### src/common/sccp_pkg.sv
// constants for the channel protection register bank
// assumes a 20 MHz core clock and 16-bit registers
package sccp_pkg;
    // clock rate in kHz, used to turn times into cycles
    localparam int CLK_KHZ = 20000;
    // register offsets and widths
    localparam int AW = 8;
    localparam int DW = 16;
    localparam logic [7:0] OFS_VRES = 8'h13;
    localparam logic [7:0] OFS_CFG = 8'h14;
    localparam logic [7:0] OFS_STAT = 8'h15;
    localparam logic [15:0] RST_VRES = 16'h0000;
    localparam logic [15:0] RST_CFG = 16'h0000;
    localparam logic [15:0] RST_STAT = 16'h0000;
    // voltage result fields
    localparam int VRES_FRESH_BIT = 10;
    localparam int VRES_VAL_W = 10;
    // config fields
    localparam int CFG_COOL_LSB = 14;
    localparam int CFG_DLY_LSB = 9;
    localparam int CFG_ICL_LSB = 7;
    localparam int CFG_TRIP_LSB = 3;
    localparam int CFG_NOM_LSB = 0;
    localparam logic [15:0] CFG_WR_MASK = 16'hC7FF;
    // status bit positions
    localparam int ST_LATCHED = 11;
    localparam int ST_ANY_FLT = 10;
    localparam int ST_SW_ON = 9;
    localparam int ST_HEAT = 7;
    localparam int ST_WAKE = 6;
    localparam int ST_OTEMP = 5;
    localparam int ST_ILIM = 4;
    localparam int ST_SHORT = 3;
    localparam int ST_OFF_OL = 2;
    // sticky vector slots
    localparam int SK_SHORT = 0;
    localparam int SK_ILIM = 1;
    localparam int SK_OTEMP = 2;
    localparam int SK_HEAT = 3;
    localparam int SK_WAKE = 4;
    localparam int SK_W = 5;
    // protection times in microseconds and milliseconds
    localparam int DLY_US_0 = 200;
    localparam int DLY_US_1 = 400;
    localparam int DLY_US_2 = 1000;
    localparam int DLY_US_3 = 2000;
    localparam int COOL_MS_1 = 800;
    localparam int COOL_MS_2 = 2000;
    localparam int COOL_MS_3 = 4000;
    localparam int RETRY_MS = 1;
    // derived cycle counts; least times round up
    localparam int DLY_CYC_0 = (DLY_US_0 * CLK_KHZ + 999) / 1000;
    localparam int DLY_CYC_1 = (DLY_US_1 * CLK_KHZ + 999) / 1000;
    localparam int DLY_CYC_2 = (DLY_US_2 * CLK_KHZ + 999) / 1000;
    localparam int DLY_CYC_3 = (DLY_US_3 * CLK_KHZ + 999) / 1000;
    localparam int COOL_CYC_1 = COOL_MS_1 * CLK_KHZ;
    localparam int COOL_CYC_2 = COOL_MS_2 * CLK_KHZ;
    localparam int COOL_CYC_3 = COOL_MS_3 * CLK_KHZ;
    localparam int RETRY_CYC = RETRY_MS * CLK_KHZ;
    // timer counter width, holds the 4 s cooldown
    localparam int TW = 27;
    // channel-1 protection states
    typedef enum logic [1:0] {
        SCCP_OFF, SCCP_ON, SCCP_COOL, SCCP_LATCHED
    } sccp_state_t;
endpackage

### src/verilog/sccp_timer.sv
// run-length timer: expires after limit cycles of run
// assumes limit is at least one and stable while running
`timescale 1ns/100ps
module sccp_timer #(
    parameter int CW = 27
) (
    input wire logic clk,
    input wire logic reset_n,
    input wire logic run,
    input wire logic [CW-1:0] limit,
    output logic expired
);
    // elapsed cycles of the current run
    logic [CW-1:0] count;

    // restart whenever run drops, saturate at limit
    always_ff @(posedge clk or negedge reset_n) begin
        if (!reset_n) begin
            count <= '0;
        end else if (!run) begin
            count <= '0;
        end else if (count != limit) begin
            count <= count + 1'b1;
        end
    end

    // expiry holds until run drops
    assign expired = run && (count == limit);
endmodule

### src/verilog/sccp_sticky.sv
// clear-on-read fault flags
// set wins over clear; a flag only clears once its cause is gone
`timescale 1ns/100ps
module sccp_sticky #(
    parameter int W = 5
) (
    input wire logic clk,
    input wire logic reset_n,
    input wire logic [W-1:0] set,
    input wire logic [W-1:0] active,
    input wire logic rd_clear,
    output logic [W-1:0] flag
);
    // a read clears only flags whose condition ended
    always_ff @(posedge clk or negedge reset_n) begin
        if (!reset_n) begin
            flag <= '0;
        end else begin
            flag <= set | (flag & (active | {W{~rd_clear}}));
        end
    end
endmodule

### src/verilog/sccp_regs.sv
// channel-1 voltage result, channel-1 wire-heat config and
// channel-2 fault status, with the channel-1 protection sequencer
// assumes a serial front end issuing one-cycle read/write strobes
// on clk, and analog fault levels arriving asynchronously
`timescale 1ns/100ps
module sccp_regs
    import sccp_pkg::*;
#(
    parameter int DLY_CYC_1_P = sccp_pkg::DLY_CYC_1,
    parameter int DLY_CYC_2_P = sccp_pkg::DLY_CYC_2,
    parameter int DLY_CYC_3_P = sccp_pkg::DLY_CYC_3,
    parameter int COOL_CYC_1_P = sccp_pkg::COOL_CYC_1,
    parameter int COOL_CYC_2_P = sccp_pkg::COOL_CYC_2,
    parameter int COOL_CYC_3_P = sccp_pkg::COOL_CYC_3,
    parameter int RETRY_CYC_P = sccp_pkg::RETRY_CYC
) (
    input wire logic clk,
    input wire logic reset_n,
    // register port from the serial front end
    input wire logic [sccp_pkg::AW-1:0] reg_addr,
    input wire logic reg_wr_en,
    input wire logic reg_rd_en,
    input wire logic [sccp_pkg::DW-1:0] reg_wdata,
    output logic [sccp_pkg::DW-1:0] reg_rdata,
    output logic reg_rvalid,
    // channel-1 converter result
    input wire logic adc_v_valid,
    input wire logic [sccp_pkg::VRES_VAL_W-1:0] adc_v_data,
    // global and per-channel settings from neighbour registers
    input wire logic wire_heat_protect_enable,
    input wire logic ch1_fault_latch_select,
    input wire logic ch1_switch_request,
    input wire logic ch1_switch_state_write,
    input wire logic ch2_supply_short_detect_enable,
    input wire logic ch2_off_open_load_enable,
    // channel-1 analog conditions, asynchronous
    input wire logic ch1_over_delayed_off_current,
    input wire logic ch1_wire_heat_trip,
    // channel-2 analog conditions, asynchronous
    input wire logic ch2_latched_off,
    input wire logic ch2_switch_on,
    input wire logic ch2_reverse_current,
    input wire logic ch2_overtemp,
    input wire logic ch2_on_open_load,
    input wire logic ch2_off_open_load_trip,
    input wire logic ch2_short_to_supply,
    input wire logic ch2_wire_heat_fault,
    input wire logic ch2_overcurrent_off,
    input wire logic ch2_low_power_wake,
    // channel-1 drive and settings out
    output logic ch1_output_on,
    output logic [1:0] ch1_delayed_off_current,
    output logic [3:0] ch1_wire_heat_trip_level,
    output logic [2:0] ch1_nominal_current
);
    // elaboration guards against unusable counts
    if (DLY_CYC_1_P < 1 || DLY_CYC_2_P < 1 || DLY_CYC_3_P < 1 ||
        COOL_CYC_1_P < 1 || COOL_CYC_2_P < 1 || COOL_CYC_3_P < 1 ||
        RETRY_CYC_P < 1) begin : g_min
        $error("sccp_regs: timing counts must be at least one");
    end
    if (COOL_CYC_3_P >= (1 << TW) || RETRY_CYC_P >= (1 << TW)) begin : g_max
        $error("sccp_regs: timing count exceeds timer width");
    end

    // number of asynchronous inputs brought in
    localparam int NS = 12;
    localparam int S_LATCH = 0;
    localparam int S_ON = 1;
    localparam int S_REV = 2;
    localparam int S_OTEMP = 3;
    localparam int S_ONOL = 4;
    localparam int S_OFFOL = 5;
    localparam int S_SHORT = 6;
    localparam int S_HEAT = 7;
    localparam int S_ILIM = 8;
    localparam int S_WAKE = 9;
    localparam int S_C1_DLY = 10;
    localparam int S_C1_HEAT = 11;

    // raw pin levels, first and second sync stage
    logic [NS-1:0] async_in;
    logic [NS-1:0] sync_a;
    logic [NS-1:0] sync_b;
    // register contents
    logic [VRES_VAL_W-1:0] vres_value;
    logic vres_fresh;
    logic [DW-1:0] cfg;
    // decoded accesses
    logic rd_vres;
    logic rd_stat;
    logic wr_cfg;
    // channel-2 sticky flags and their inputs
    logic [SK_W-1:0] sk_set;
    logic [SK_W-1:0] sk_active;
    logic [SK_W-1:0] sk_flag;
    logic short_en_q;
    logic wake_q;
    // assembled status word
    logic [DW-1:0] stat_word;
    // channel-1 sequencer
    sccp_state_t state;
    sccp_state_t next_state;
    logic [TW-1:0] dly_limit;
    logic [TW-1:0] wait_limit;
    logic [TW-1:0] next_wait_limit;
    logic dly_expired;
    logic wait_expired;
    logic heat_trip;
    // address of the last read, for checks
    logic [AW-1:0] last_addr;

    // delayed-off time per code
    function automatic logic [TW-1:0] dly_cycles(input logic [1:0] code);
        unique case (code)
            2'h0: dly_cycles = TW'(DLY_CYC_0);
            2'h1: dly_cycles = TW'(DLY_CYC_1_P);
            2'h2: dly_cycles = TW'(DLY_CYC_2_P);
            2'h3: dly_cycles = TW'(DLY_CYC_3_P);
        endcase
    endfunction

    // cooldown time per code; code zero is never timed
    function automatic logic [TW-1:0] cool_cycles(input logic [1:0] code);
        unique case (code)
            2'h0: cool_cycles = TW'(COOL_CYC_1_P);
            2'h1: cool_cycles = TW'(COOL_CYC_1_P);
            2'h2: cool_cycles = TW'(COOL_CYC_2_P);
            2'h3: cool_cycles = TW'(COOL_CYC_3_P);
        endcase
    endfunction

    assign async_in = {ch1_wire_heat_trip, ch1_over_delayed_off_current,
                       ch2_low_power_wake, ch2_overcurrent_off,
                       ch2_wire_heat_fault, ch2_short_to_supply,
                       ch2_off_open_load_trip, ch2_on_open_load,
                       ch2_overtemp, ch2_reverse_current,
                       ch2_switch_on, ch2_latched_off};

    // two-stage synchroniser; only sync_b is used downstream
    always_ff @(posedge clk or negedge reset_n) begin
        if (!reset_n) begin
            sync_a <= '0;
            sync_b <= '0;
        end else begin
            sync_a <= async_in;
            sync_b <= sync_a;
        end
    end

    // address decode
    assign rd_vres = reg_rd_en && (reg_addr == OFS_VRES);
    assign rd_stat = reg_rd_en && (reg_addr == OFS_STAT);
    assign wr_cfg = reg_wr_en && (reg_addr == OFS_CFG);

    // voltage result store
    always_ff @(posedge clk or negedge reset_n) begin
        if (!reset_n) begin
            vres_value <= RST_VRES[VRES_VAL_W-1:0];
        end else if (adc_v_valid) begin
            vres_value <= adc_v_data;
        end
    end

    // freshness flag: new conversion beats the clearing read
    always_ff @(posedge clk or negedge reset_n) begin
        if (!reset_n) begin
            vres_fresh <= RST_VRES[VRES_FRESH_BIT];
        end else if (adc_v_valid) begin
            vres_fresh <= 1'b1;
        end else if (rd_vres) begin
            vres_fresh <= 1'b0;
        end
    end

    // config register; reserved bits stay zero
    always_ff @(posedge clk or negedge reset_n) begin
        if (!reset_n) begin
            cfg <= RST_CFG;
        end else if (wr_cfg) begin
            cfg <= reg_wdata & CFG_WR_MASK;
        end
    end

    // settings driven straight from the config flops
    // current threshold field
    assign ch1_delayed_off_current = cfg[CFG_ICL_LSB +: 2];
    assign ch1_wire_heat_trip_level = cfg[CFG_TRIP_LSB +: 4];
    assign ch1_nominal_current = cfg[CFG_NOM_LSB +: 3];

    // enable registered one cycle; a short still held when it comes on sets the flag
    always_ff @(posedge clk or negedge reset_n) begin
        if (!reset_n) begin
            short_en_q <= 1'b0;
            wake_q <= 1'b0;
        end else begin
            short_en_q <= ch2_supply_short_detect_enable;
            wake_q <= sync_b[S_WAKE];
        end
    end

    // sticky flag sources
    always_comb begin
        sk_set = '0;
        sk_active = '0;
        sk_set[SK_SHORT] = sync_b[S_SHORT] && short_en_q;
        sk_active[SK_SHORT] = sync_b[S_SHORT];
        sk_set[SK_ILIM] = sync_b[S_ILIM];
        sk_active[SK_ILIM] = sync_b[S_ILIM];
        // held until cooled below reset level
        sk_set[SK_OTEMP] = sync_b[S_OTEMP];
        sk_active[SK_OTEMP] = sync_b[S_OTEMP];
        sk_set[SK_HEAT] = sync_b[S_HEAT] && wire_heat_protect_enable;
        sk_active[SK_HEAT] = sync_b[S_HEAT];
        sk_set[SK_WAKE] = sync_b[S_WAKE] && !wake_q;
        sk_active[SK_WAKE] = 1'b0;
    end

    sccp_sticky #(
        .W(SK_W)
    ) u_sticky (
        .clk(clk),
        .reset_n(reset_n),
        .set(sk_set),
        .active(sk_active),
        .rd_clear(rd_stat),
        .flag(sk_flag)
    );

    // status word, live levels plus sticky flags
    always_comb begin
        stat_word = RST_STAT;
        stat_word[ST_LATCHED] = sync_b[S_LATCH];
        stat_word[ST_ANY_FLT] = sync_b[S_REV] | sync_b[S_OTEMP] |
            sync_b[S_ONOL] | sync_b[S_OFFOL] | sync_b[S_SHORT];
        stat_word[ST_SW_ON] = sync_b[S_ON];
        stat_word[ST_HEAT] = sk_flag[SK_HEAT];
        stat_word[ST_WAKE] = sk_flag[SK_WAKE];
        stat_word[ST_OTEMP] = sk_flag[SK_OTEMP];
        stat_word[ST_ILIM] = sk_flag[SK_ILIM];
        stat_word[ST_SHORT] = sk_flag[SK_SHORT];
        // meaningful only when detection is on
        stat_word[ST_OFF_OL] = sync_b[S_OFFOL] && ch2_off_open_load_enable;
    end

    // read data, one cycle after the strobe
    always_ff @(posedge clk or negedge reset_n) begin
        if (!reset_n) begin
            reg_rdata <= '0;
            reg_rvalid <= 1'b0;
            last_addr <= '0;
        end else begin
            reg_rvalid <= reg_rd_en;
            if (reg_rd_en) begin
                last_addr <= reg_addr;
            end
            if (!reg_rd_en) begin
                reg_rdata <= reg_rdata;
            end else if (reg_addr == OFS_VRES) begin
                reg_rdata <= {5'h00, vres_fresh, vres_value};
            end else if (reg_addr == OFS_CFG) begin
                reg_rdata <= cfg;
            end else if (reg_addr == OFS_STAT) begin
                reg_rdata <= stat_word;
            end else begin
                // unmapped addresses read zero
                reg_rdata <= '0;
            end
        end
    end

    // delayed-off timer runs in SCCP_ON while current is over threshold
    assign dly_limit = dly_cycles(cfg[CFG_DLY_LSB +: 2]);
    // wire-heat trip counts only with protection on
    assign heat_trip = sync_b[S_C1_HEAT] && wire_heat_protect_enable;

    sccp_timer #(
        .CW(TW)
    ) u_dly (
        .clk(clk),
        .reset_n(reset_n),
        .run((state == SCCP_ON) && sync_b[S_C1_DLY]),
        .limit(dly_limit),
        .expired(dly_expired)
    );

    sccp_timer #(
        .CW(TW)
    ) u_wait (
        .clk(clk),
        .reset_n(reset_n),
        .run(state == SCCP_COOL),
        .limit(wait_limit),
        .expired(wait_expired)
    );

    // next-state logic for the channel-1 sequencer
    always_comb begin
        next_state = state;
        next_wait_limit = wait_limit;
        unique case (state)
            SCCP_OFF: begin
                if (ch1_switch_request) begin
                    next_state = SCCP_ON;
                end
            end
            SCCP_ON: begin
                if (!ch1_switch_request) begin
                    next_state = SCCP_OFF;
                end else if (heat_trip) begin
                    if (cfg[CFG_COOL_LSB +: 2] == 2'h0) begin
                        next_state = SCCP_LATCHED;
                    end else begin
                        next_state = SCCP_COOL;
                        next_wait_limit = cool_cycles(cfg[CFG_COOL_LSB +: 2]);
                    end
                end else if (dly_expired) begin
                    if (ch1_fault_latch_select) begin
                        next_state = SCCP_LATCHED;
                    end else begin
                        next_state = SCCP_COOL;
                        next_wait_limit = TW'(RETRY_CYC_P);
                    end
                end
            end
            SCCP_COOL: begin
                if (wait_expired) begin
                    next_state = ch1_switch_request ? SCCP_ON : SCCP_OFF;
                end
            end
            SCCP_LATCHED: begin
                if (ch1_switch_state_write) begin
                    next_state = ch1_switch_request ? SCCP_ON : SCCP_OFF;
                end
            end
        endcase
    end

    // sequencer state and output drive, registered together
    always_ff @(posedge clk or negedge reset_n) begin
        if (!reset_n) begin
            state <= SCCP_OFF;
            wait_limit <= TW'(RETRY_CYC_P);
            ch1_output_on <= 1'b0;
        end else begin
            state <= next_state;
            wait_limit <= next_wait_limit;
            ch1_output_on <= (next_state == SCCP_ON);
        end
    end
endmodule

### config.mk
export PLATFORM = sky130hd
export DESIGN_NAME = sccp_regs
export DESIGN_NICKNAME = d
export VERILOG_FILES = /design/src/common/sccp_pkg.sv /design/src/verilog/sccp_timer.sv /design/src/verilog/sccp_sticky.sv /design/src/verilog/sccp_regs.sv
export SDC_FILE = /design/constraint.sdc
export NUM_CORES = 1
export LEC_CHECK = 0
export BUFFER_PORTS_ARGS = -buffer_cell sky130_fd_sc_hd__buf_2
export CAP_MARGIN = 0
export CORE_ASPECT_RATIO = 1.5
export CORE_MARGIN = 1
export CORE_UTILIZATION = 42
export CTS_CLUSTER_SIZE = 12
export DETAILED_ROUTE_END_ITERATION = 8
export PLACE_DENSITY = 0.65
export REMOVE_ABC_BUFFERS = 1
export SLEW_MARGIN = 20
export SYNTH_ARGS = -nofsm -noshare
export SYNTH_HDL_FRONTEND = slang
export SYNTH_SLANG_ARGS = --single-unit
### constraint.sdc
create_clock -name clk -period 1.99 [get_ports clk]
set_input_delay 0.199 -clock clk [delete_from_list [all_inputs] [get_ports clk]]
set_output_delay 0.199 -clock clk [all_outputs]
set_load 0.1 [all_outputs]
Yosys cells after proc, flatten, opt, wreduce, memory -nomap -nowiden. Index checks and enable logic that the tools add are counted.

Add/sub/neg operators: 2. Eq/ne operators: 21. Mux-type cells: 25. Bitwise logic cells: 8. Reduce and logical (&&, ||, !) cells: 18.

Operators by type and width (count): $mux W27 (8); $pmux W27 S4 (1); $pmux W27 S3 (1); $add A27 B1 Y27 const B (2); $eq A27 B27 Y1 (2); $ne A27 B27 Y1 (2); $mux W16 (2); $eq A8 B5 Y1 const B (3); $eq A2 B2 Y1 const B (6); $mux W12 (1); $mux W2 (6); $logic_and A1 B1 Y1 (11); $eq A2 B1 Y1 const B (4); $pmux W2 S4 (1); $logic_not A2 Y1 (3); $ne A2 B2 Y1 const B (3); $and A5 B5 Y5 (1); $mux W1 (5); $or A4 B5 Y5 (1); $or A5 B5 Y5 (1); $reduce_and A5 Y1 (1); $or A1 B1 Y1 (4); $reduce_bool A2 Y1 (2); $ne A2 B1 Y1 const B (1); 2 further kinds (2).

Register bits after elaboration: 156. Output and inout bits: 27.

Longest topological paths before layout.
Word-level depth: 9. Gate-level depth with buffers: 8. Gate-level depth less buffers: 8.

By module. Synthesis repeated with hierarchy kept, for this count alone.

Cell total of the unflattened synthesis: 764. Area total of the unflattened synthesis: 7787.5 um^2.

Modules (own cells, without submodules): sccp_timer (instances 2, cells an instance 241, area each 2200.9 um^2, seq. area each 675.6 um^2); sccp_regs (instances 1, cells an instance 267, area each 3191.8 um^2, seq. area each 1955.6 um^2); sccp_sticky (instances 1, cells an instance 15, area each 193.9 um^2, seq. area each 125.1 um^2).

Worst setup path before layout. No wires, ideal clock.

Kind: flip-flop to flip-flop. From: reg u_dly.count[0]. To: reg wait_limit[21]. Arrival time: 1.892 ns. Data required time: 1.869 ns. Path slack: -0.023 ns. Cell stages (with the launch flop): 9. Buffers on the path: 0. Period minus slack after synthesis: 2.013 ns. Cells stage by stage: dfrtp_1 -> inv_1 -> ha_1 -> nor4b_1 -> nand4_1 -> a211oi_1 -> nand4b_2 -> a21o_1 -> a22o_1.

Word-level cells in the longest chain between the ends: 4.

RTL lines: start: declaration (RTL line sccp_timer.sv:14) `logic [CW-1:0] count;`; start signal: assignment (RTL line sccp_timer.sv:23) `count <= count + 1'b1;`; $eq A27 B27 Y1 (RTL line sccp_timer.sv:28) `assign expired = run && (count == limit);`; $logic_and A1 B1 Y1 (RTL line sccp_timer.sv:28); $reduce_bool A2 Y1 (no source line); $reduce_and A5 Y1 (no source line); end signal: assignment (RTL line sccp_regs.sv:343) `wait_limit <= TW'(RETRY_CYC_P);`; end signal: assignment (RTL line sccp_regs.sv:347) `wait_limit <= next_wait_limit;`; end: declaration (RTL line sccp_regs.sv:105) `logic [TW-1:0] wait_limit;`.

Every way passes these cells. A chain may end at the register's enable or synchronous reset.

Worst setup path after layout.
From: reg wait_limit[14]. To: reg u_wait.count[1].

Word-level cells in the longest chain between the ends: 2.

RTL lines: $ne A27 B27 Y1 (RTL line sccp_timer.sv:22) `end else if (count != limit) begin`; $ne A2 B2 Y1 (no source line); end signal: assignment (RTL line sccp_timer.sv:23); end: declaration (RTL line sccp_timer.sv:14).

Every way passes these cells.

==> results.json <==
{
  "crit_start": "wait_limit[14]",
  "antenna_found_initial": 0,
  "fin_cells": 931,
  "die_w_um": 100,
  "r2r_end": "u_wait.count[1]",
  "clk_path_buf_depth": 2,
  "synth_cell_types": 66,
  "synthTopCellsByArea": "dfrtp_1 55%, xor2_1 6.2%, nor2_1 4.6%, mux2_1 2.4%, nand3_1 2.3%",
  "p_per_area_nw_per_um2": 796,
  "holdPathStages": 2,
  "viasPerCell": 5.09,
  "fillCellCount": 1179,
  "cts_sinks": 137,
  "top_layer_used": "met4",
  "synthAdderAreaFrac": 0.00826,
  "remaining_drc_errors": 0,
  "synth-simple-area-share": 0.173,
  "die_height_um": 149,
  "grt_pass1_wl_mm": 22.7,
  "wl_met1_mm": 5.65,
  "cts_tree": "built",
  "wire_per_inst_um": 15.1,
  "peakVddDrop_mv": 0.632,
  "finalCritPeriodShare": 1.04,
  "hp-class": "in -> reg",
  "hold_start": "adc_v_data[4]",
  "dpl.cell_count": 869,
  "synth-compound-area-share": 0.0817,
  "pin_count": 84,
  "final_core_util": 0.582,
  "met2_length_mm": 7.54,
  "gp_congestion": 0.871,
  "synth_top_family_by_area": "simple AND/OR/NAND/NOR gates",
  "synth_edf_count": 0,
  "cp.arrival_ps": 2370,
  "ys.flop_type": "dfrtp_1",
  "final-seq-area_sq_um": 3430,
  "critPathCaptureType": "flip-flop",
  "hold_viol": 0,
  "grt_max_degree": 67,
  "rsz0062_at_grt": "yes",
  "diodes": 0,
  "worst_pin_slew_ps": 636,
  "layout_commonest_cell": "dfrtp_1",
  "status": "complete, but fails checks",
  "numCtsBuffers": 17,
  "worst_slack_ps": -76.2,
  "ff2ff_setup_slack_ps": -80,
  "crit_required_ps": 2300,
  "route.met3.wl_um": 513,
  "dr_total_vias": 4738,
  "max-cap-violations": 0,
  "slew_viol_final": 0,
  "nets": 787,
  "drive_gt1_frac": 0.307,
  "reg2reg_from": "wait_limit[14]",
  "coreArea_sq_um": 14100,
  "fin_skew_ps": 6.83,
  "synth_largest_area_cell": "dfrtp_1",
  "multi_input_area_sq_um": 2530,
  "synth_xor_area_frac": 0.0809,
  "path_class": "reg -> reg",
  "setup-violations-final": 8,
  "grt-ovfl-total": 0,
  "yosys_warnings": 0,
  "crit_fanout": 5,
  "power.leakage_uw": 0.00390,
  "path_clk_slew_ps": 60,
  "holdPathEnd": "vres_value[4]",
  "grt_pass1_vias": 4837,
  "htree_levels": 4,
  "cts_root_buffer": "clkbuf_16",
  "syn_avg_cell_area_sq_um": 11.0,
  "relSlewSlack": 0.576,
  "grt_usage": 0.200,
  "die_area_sq_um": 14900,
  "place_ws_ps": -267,
  "async_flop_share": 1.00,
  "drtIter0Drc": 210,
  "area_growth_pct": 35.0,
  "startpoint_type": "flip-flop",
  "wl_mm": 14.1,
  "synth_top_area_frac": 0.553,
  "ant_nets": 0,
  "rows": 53,
  "syn_inst": 552,
  "initial_utilization": 0.431,
  "portBuffers": 78,
  "ys_seq_area_frac": 0.566,
  "firstDrtPassIters": 5,
  "synth_mux_area_frac": 0.0497,
  "synth_seq_cells": 137,
  "fmax_mhz": 484,
  "layout_common_cells": "134 x dfrtp_1, 77 x buf_2, 74 x nor2_1, 72 x buf_4, 43 x xor2_1",
  "violations": "negative setup slack",
  "rr_worst_depth": 7,
  "synth_area_sq_um": 6060,
  "clkLatencyLatePin_ps": 420,
  "place_hpwl_mm": 10.0,
  "min_period_ps": 2070
}
==> how the worst max path moves through the flow <==
stage	slack, ps	cells after the start	to
finish	-80	7	u_wait.count[1]
global route	-170	7	u_wait.count[1]
CTS	-80	8	u_wait.count[23]
detailed placement	-270	8	wait_limit[21]
global placement	-200	8	wait_limit[21]
floorplan	-360	5	wait_limit[21]
==> where the power goes <==
group | internal, uW | total, uW | switching (uW)
Sequential | 2860 | 2910 | 46.2
Clock | 1890 | 3190 | 1300
Combinational | 140 | 411 | 271
==> worst max-delay path: stages (launching register included) <==
cell and delay [ps]:
dfstp_2 370, or4_4 530, a222oi_1 330, buf_4 190
nand4_4 70, buf_6 160, and2_4 140, o21ba_1 160
==> final cells by class <==
cell class,instances,share of cell area
clock inverters,15,0.0216
multi-input cells,363,0.309
clock buffers,17,0.0520
well taps,192,0.0294
inverters,24,0.0110
repair buffers,183,0.158
flip-flops and latches,137,0.419
==> cell usage after synthesis, types with 3 or more instances <==
library cell / number
xor2_1: 43
nor2_1: 75
and3_1: 6
xnor2_1: 13
a22o_1: 3
nand3_1: 28
nand4_1: 14
or3_1: 5
a21oi_1: 14
dfrtp_1: 134
a22oi_1: 3
ha_1: 4
inv_1: 24
o22ai_1: 6
and2_1: 6
mux2_2: 12
o21ai_0: 16
a221oi_1: 6
mux2_1: 13
nor3_1: 5
a21o_1: 5
nand2_1: 32
dfstp_2: 3
nor4_1: 5
clkbuf_1: 15
buf_4: 11
==> routing by layer <==
metal	global-route usage	vias up
li1	-	2250
met1	0.230	2356
met2	0.352	106
met3	0.0389	26
met4	0.0986	0
met5	0	-
==> logic make-up (layout without fill, tap and decap cells) <==
family	Yosys count	in the layout
xor+xnor	56	56
other cells	1	2
mux	27	27
flops	137	137
fa+ha+maj	4	4
compound gates	71	71
simple gates	203	203
buf+inv	53	239
==> sequential cells by signal, indices dropped and copies added, names as in the netlist <==
name	flops
reg_rdata	14
u_dly.count	27
reg_rvalid	1
wake_q	1
short_en_q	1
state	2
ch1_output_on	1
wait_limit	10
u_wait.count	27
vres_value	10
cfg	13
vres_fresh	1
sync_a	12
sync_b	12
u_sticky.flag	5
==> timing repair <==
action	in CTS	in global routing
pin swaps	11	5
buffers inserted	2	0
hold buffers	29	0
gates resized for setup	12	14
endpoints found under the hold margin	88	0
setup endpoints to repair	19	20
==> stage by stage <==
| stage | area (sq um) | hold WS (ps) | power (uW) | TNS, ps |
|---|---|---|---|---|
| detailed placement | 7140 | 253 | 3330 | -2320 |
| finish | 8180 | 20.0 | 6510 | -322 |
| floorplan | 5910 | -96.6 | 3140 | -2630 |
| CTS | 8100 | 2.95 | 6570 | -356 |
| global placement | 7140 | 246 | 3320 | -1350 |
| global route | 8180 | 8.70 | 6750 | -1740 |
Power figures use the tool's default switching activity.
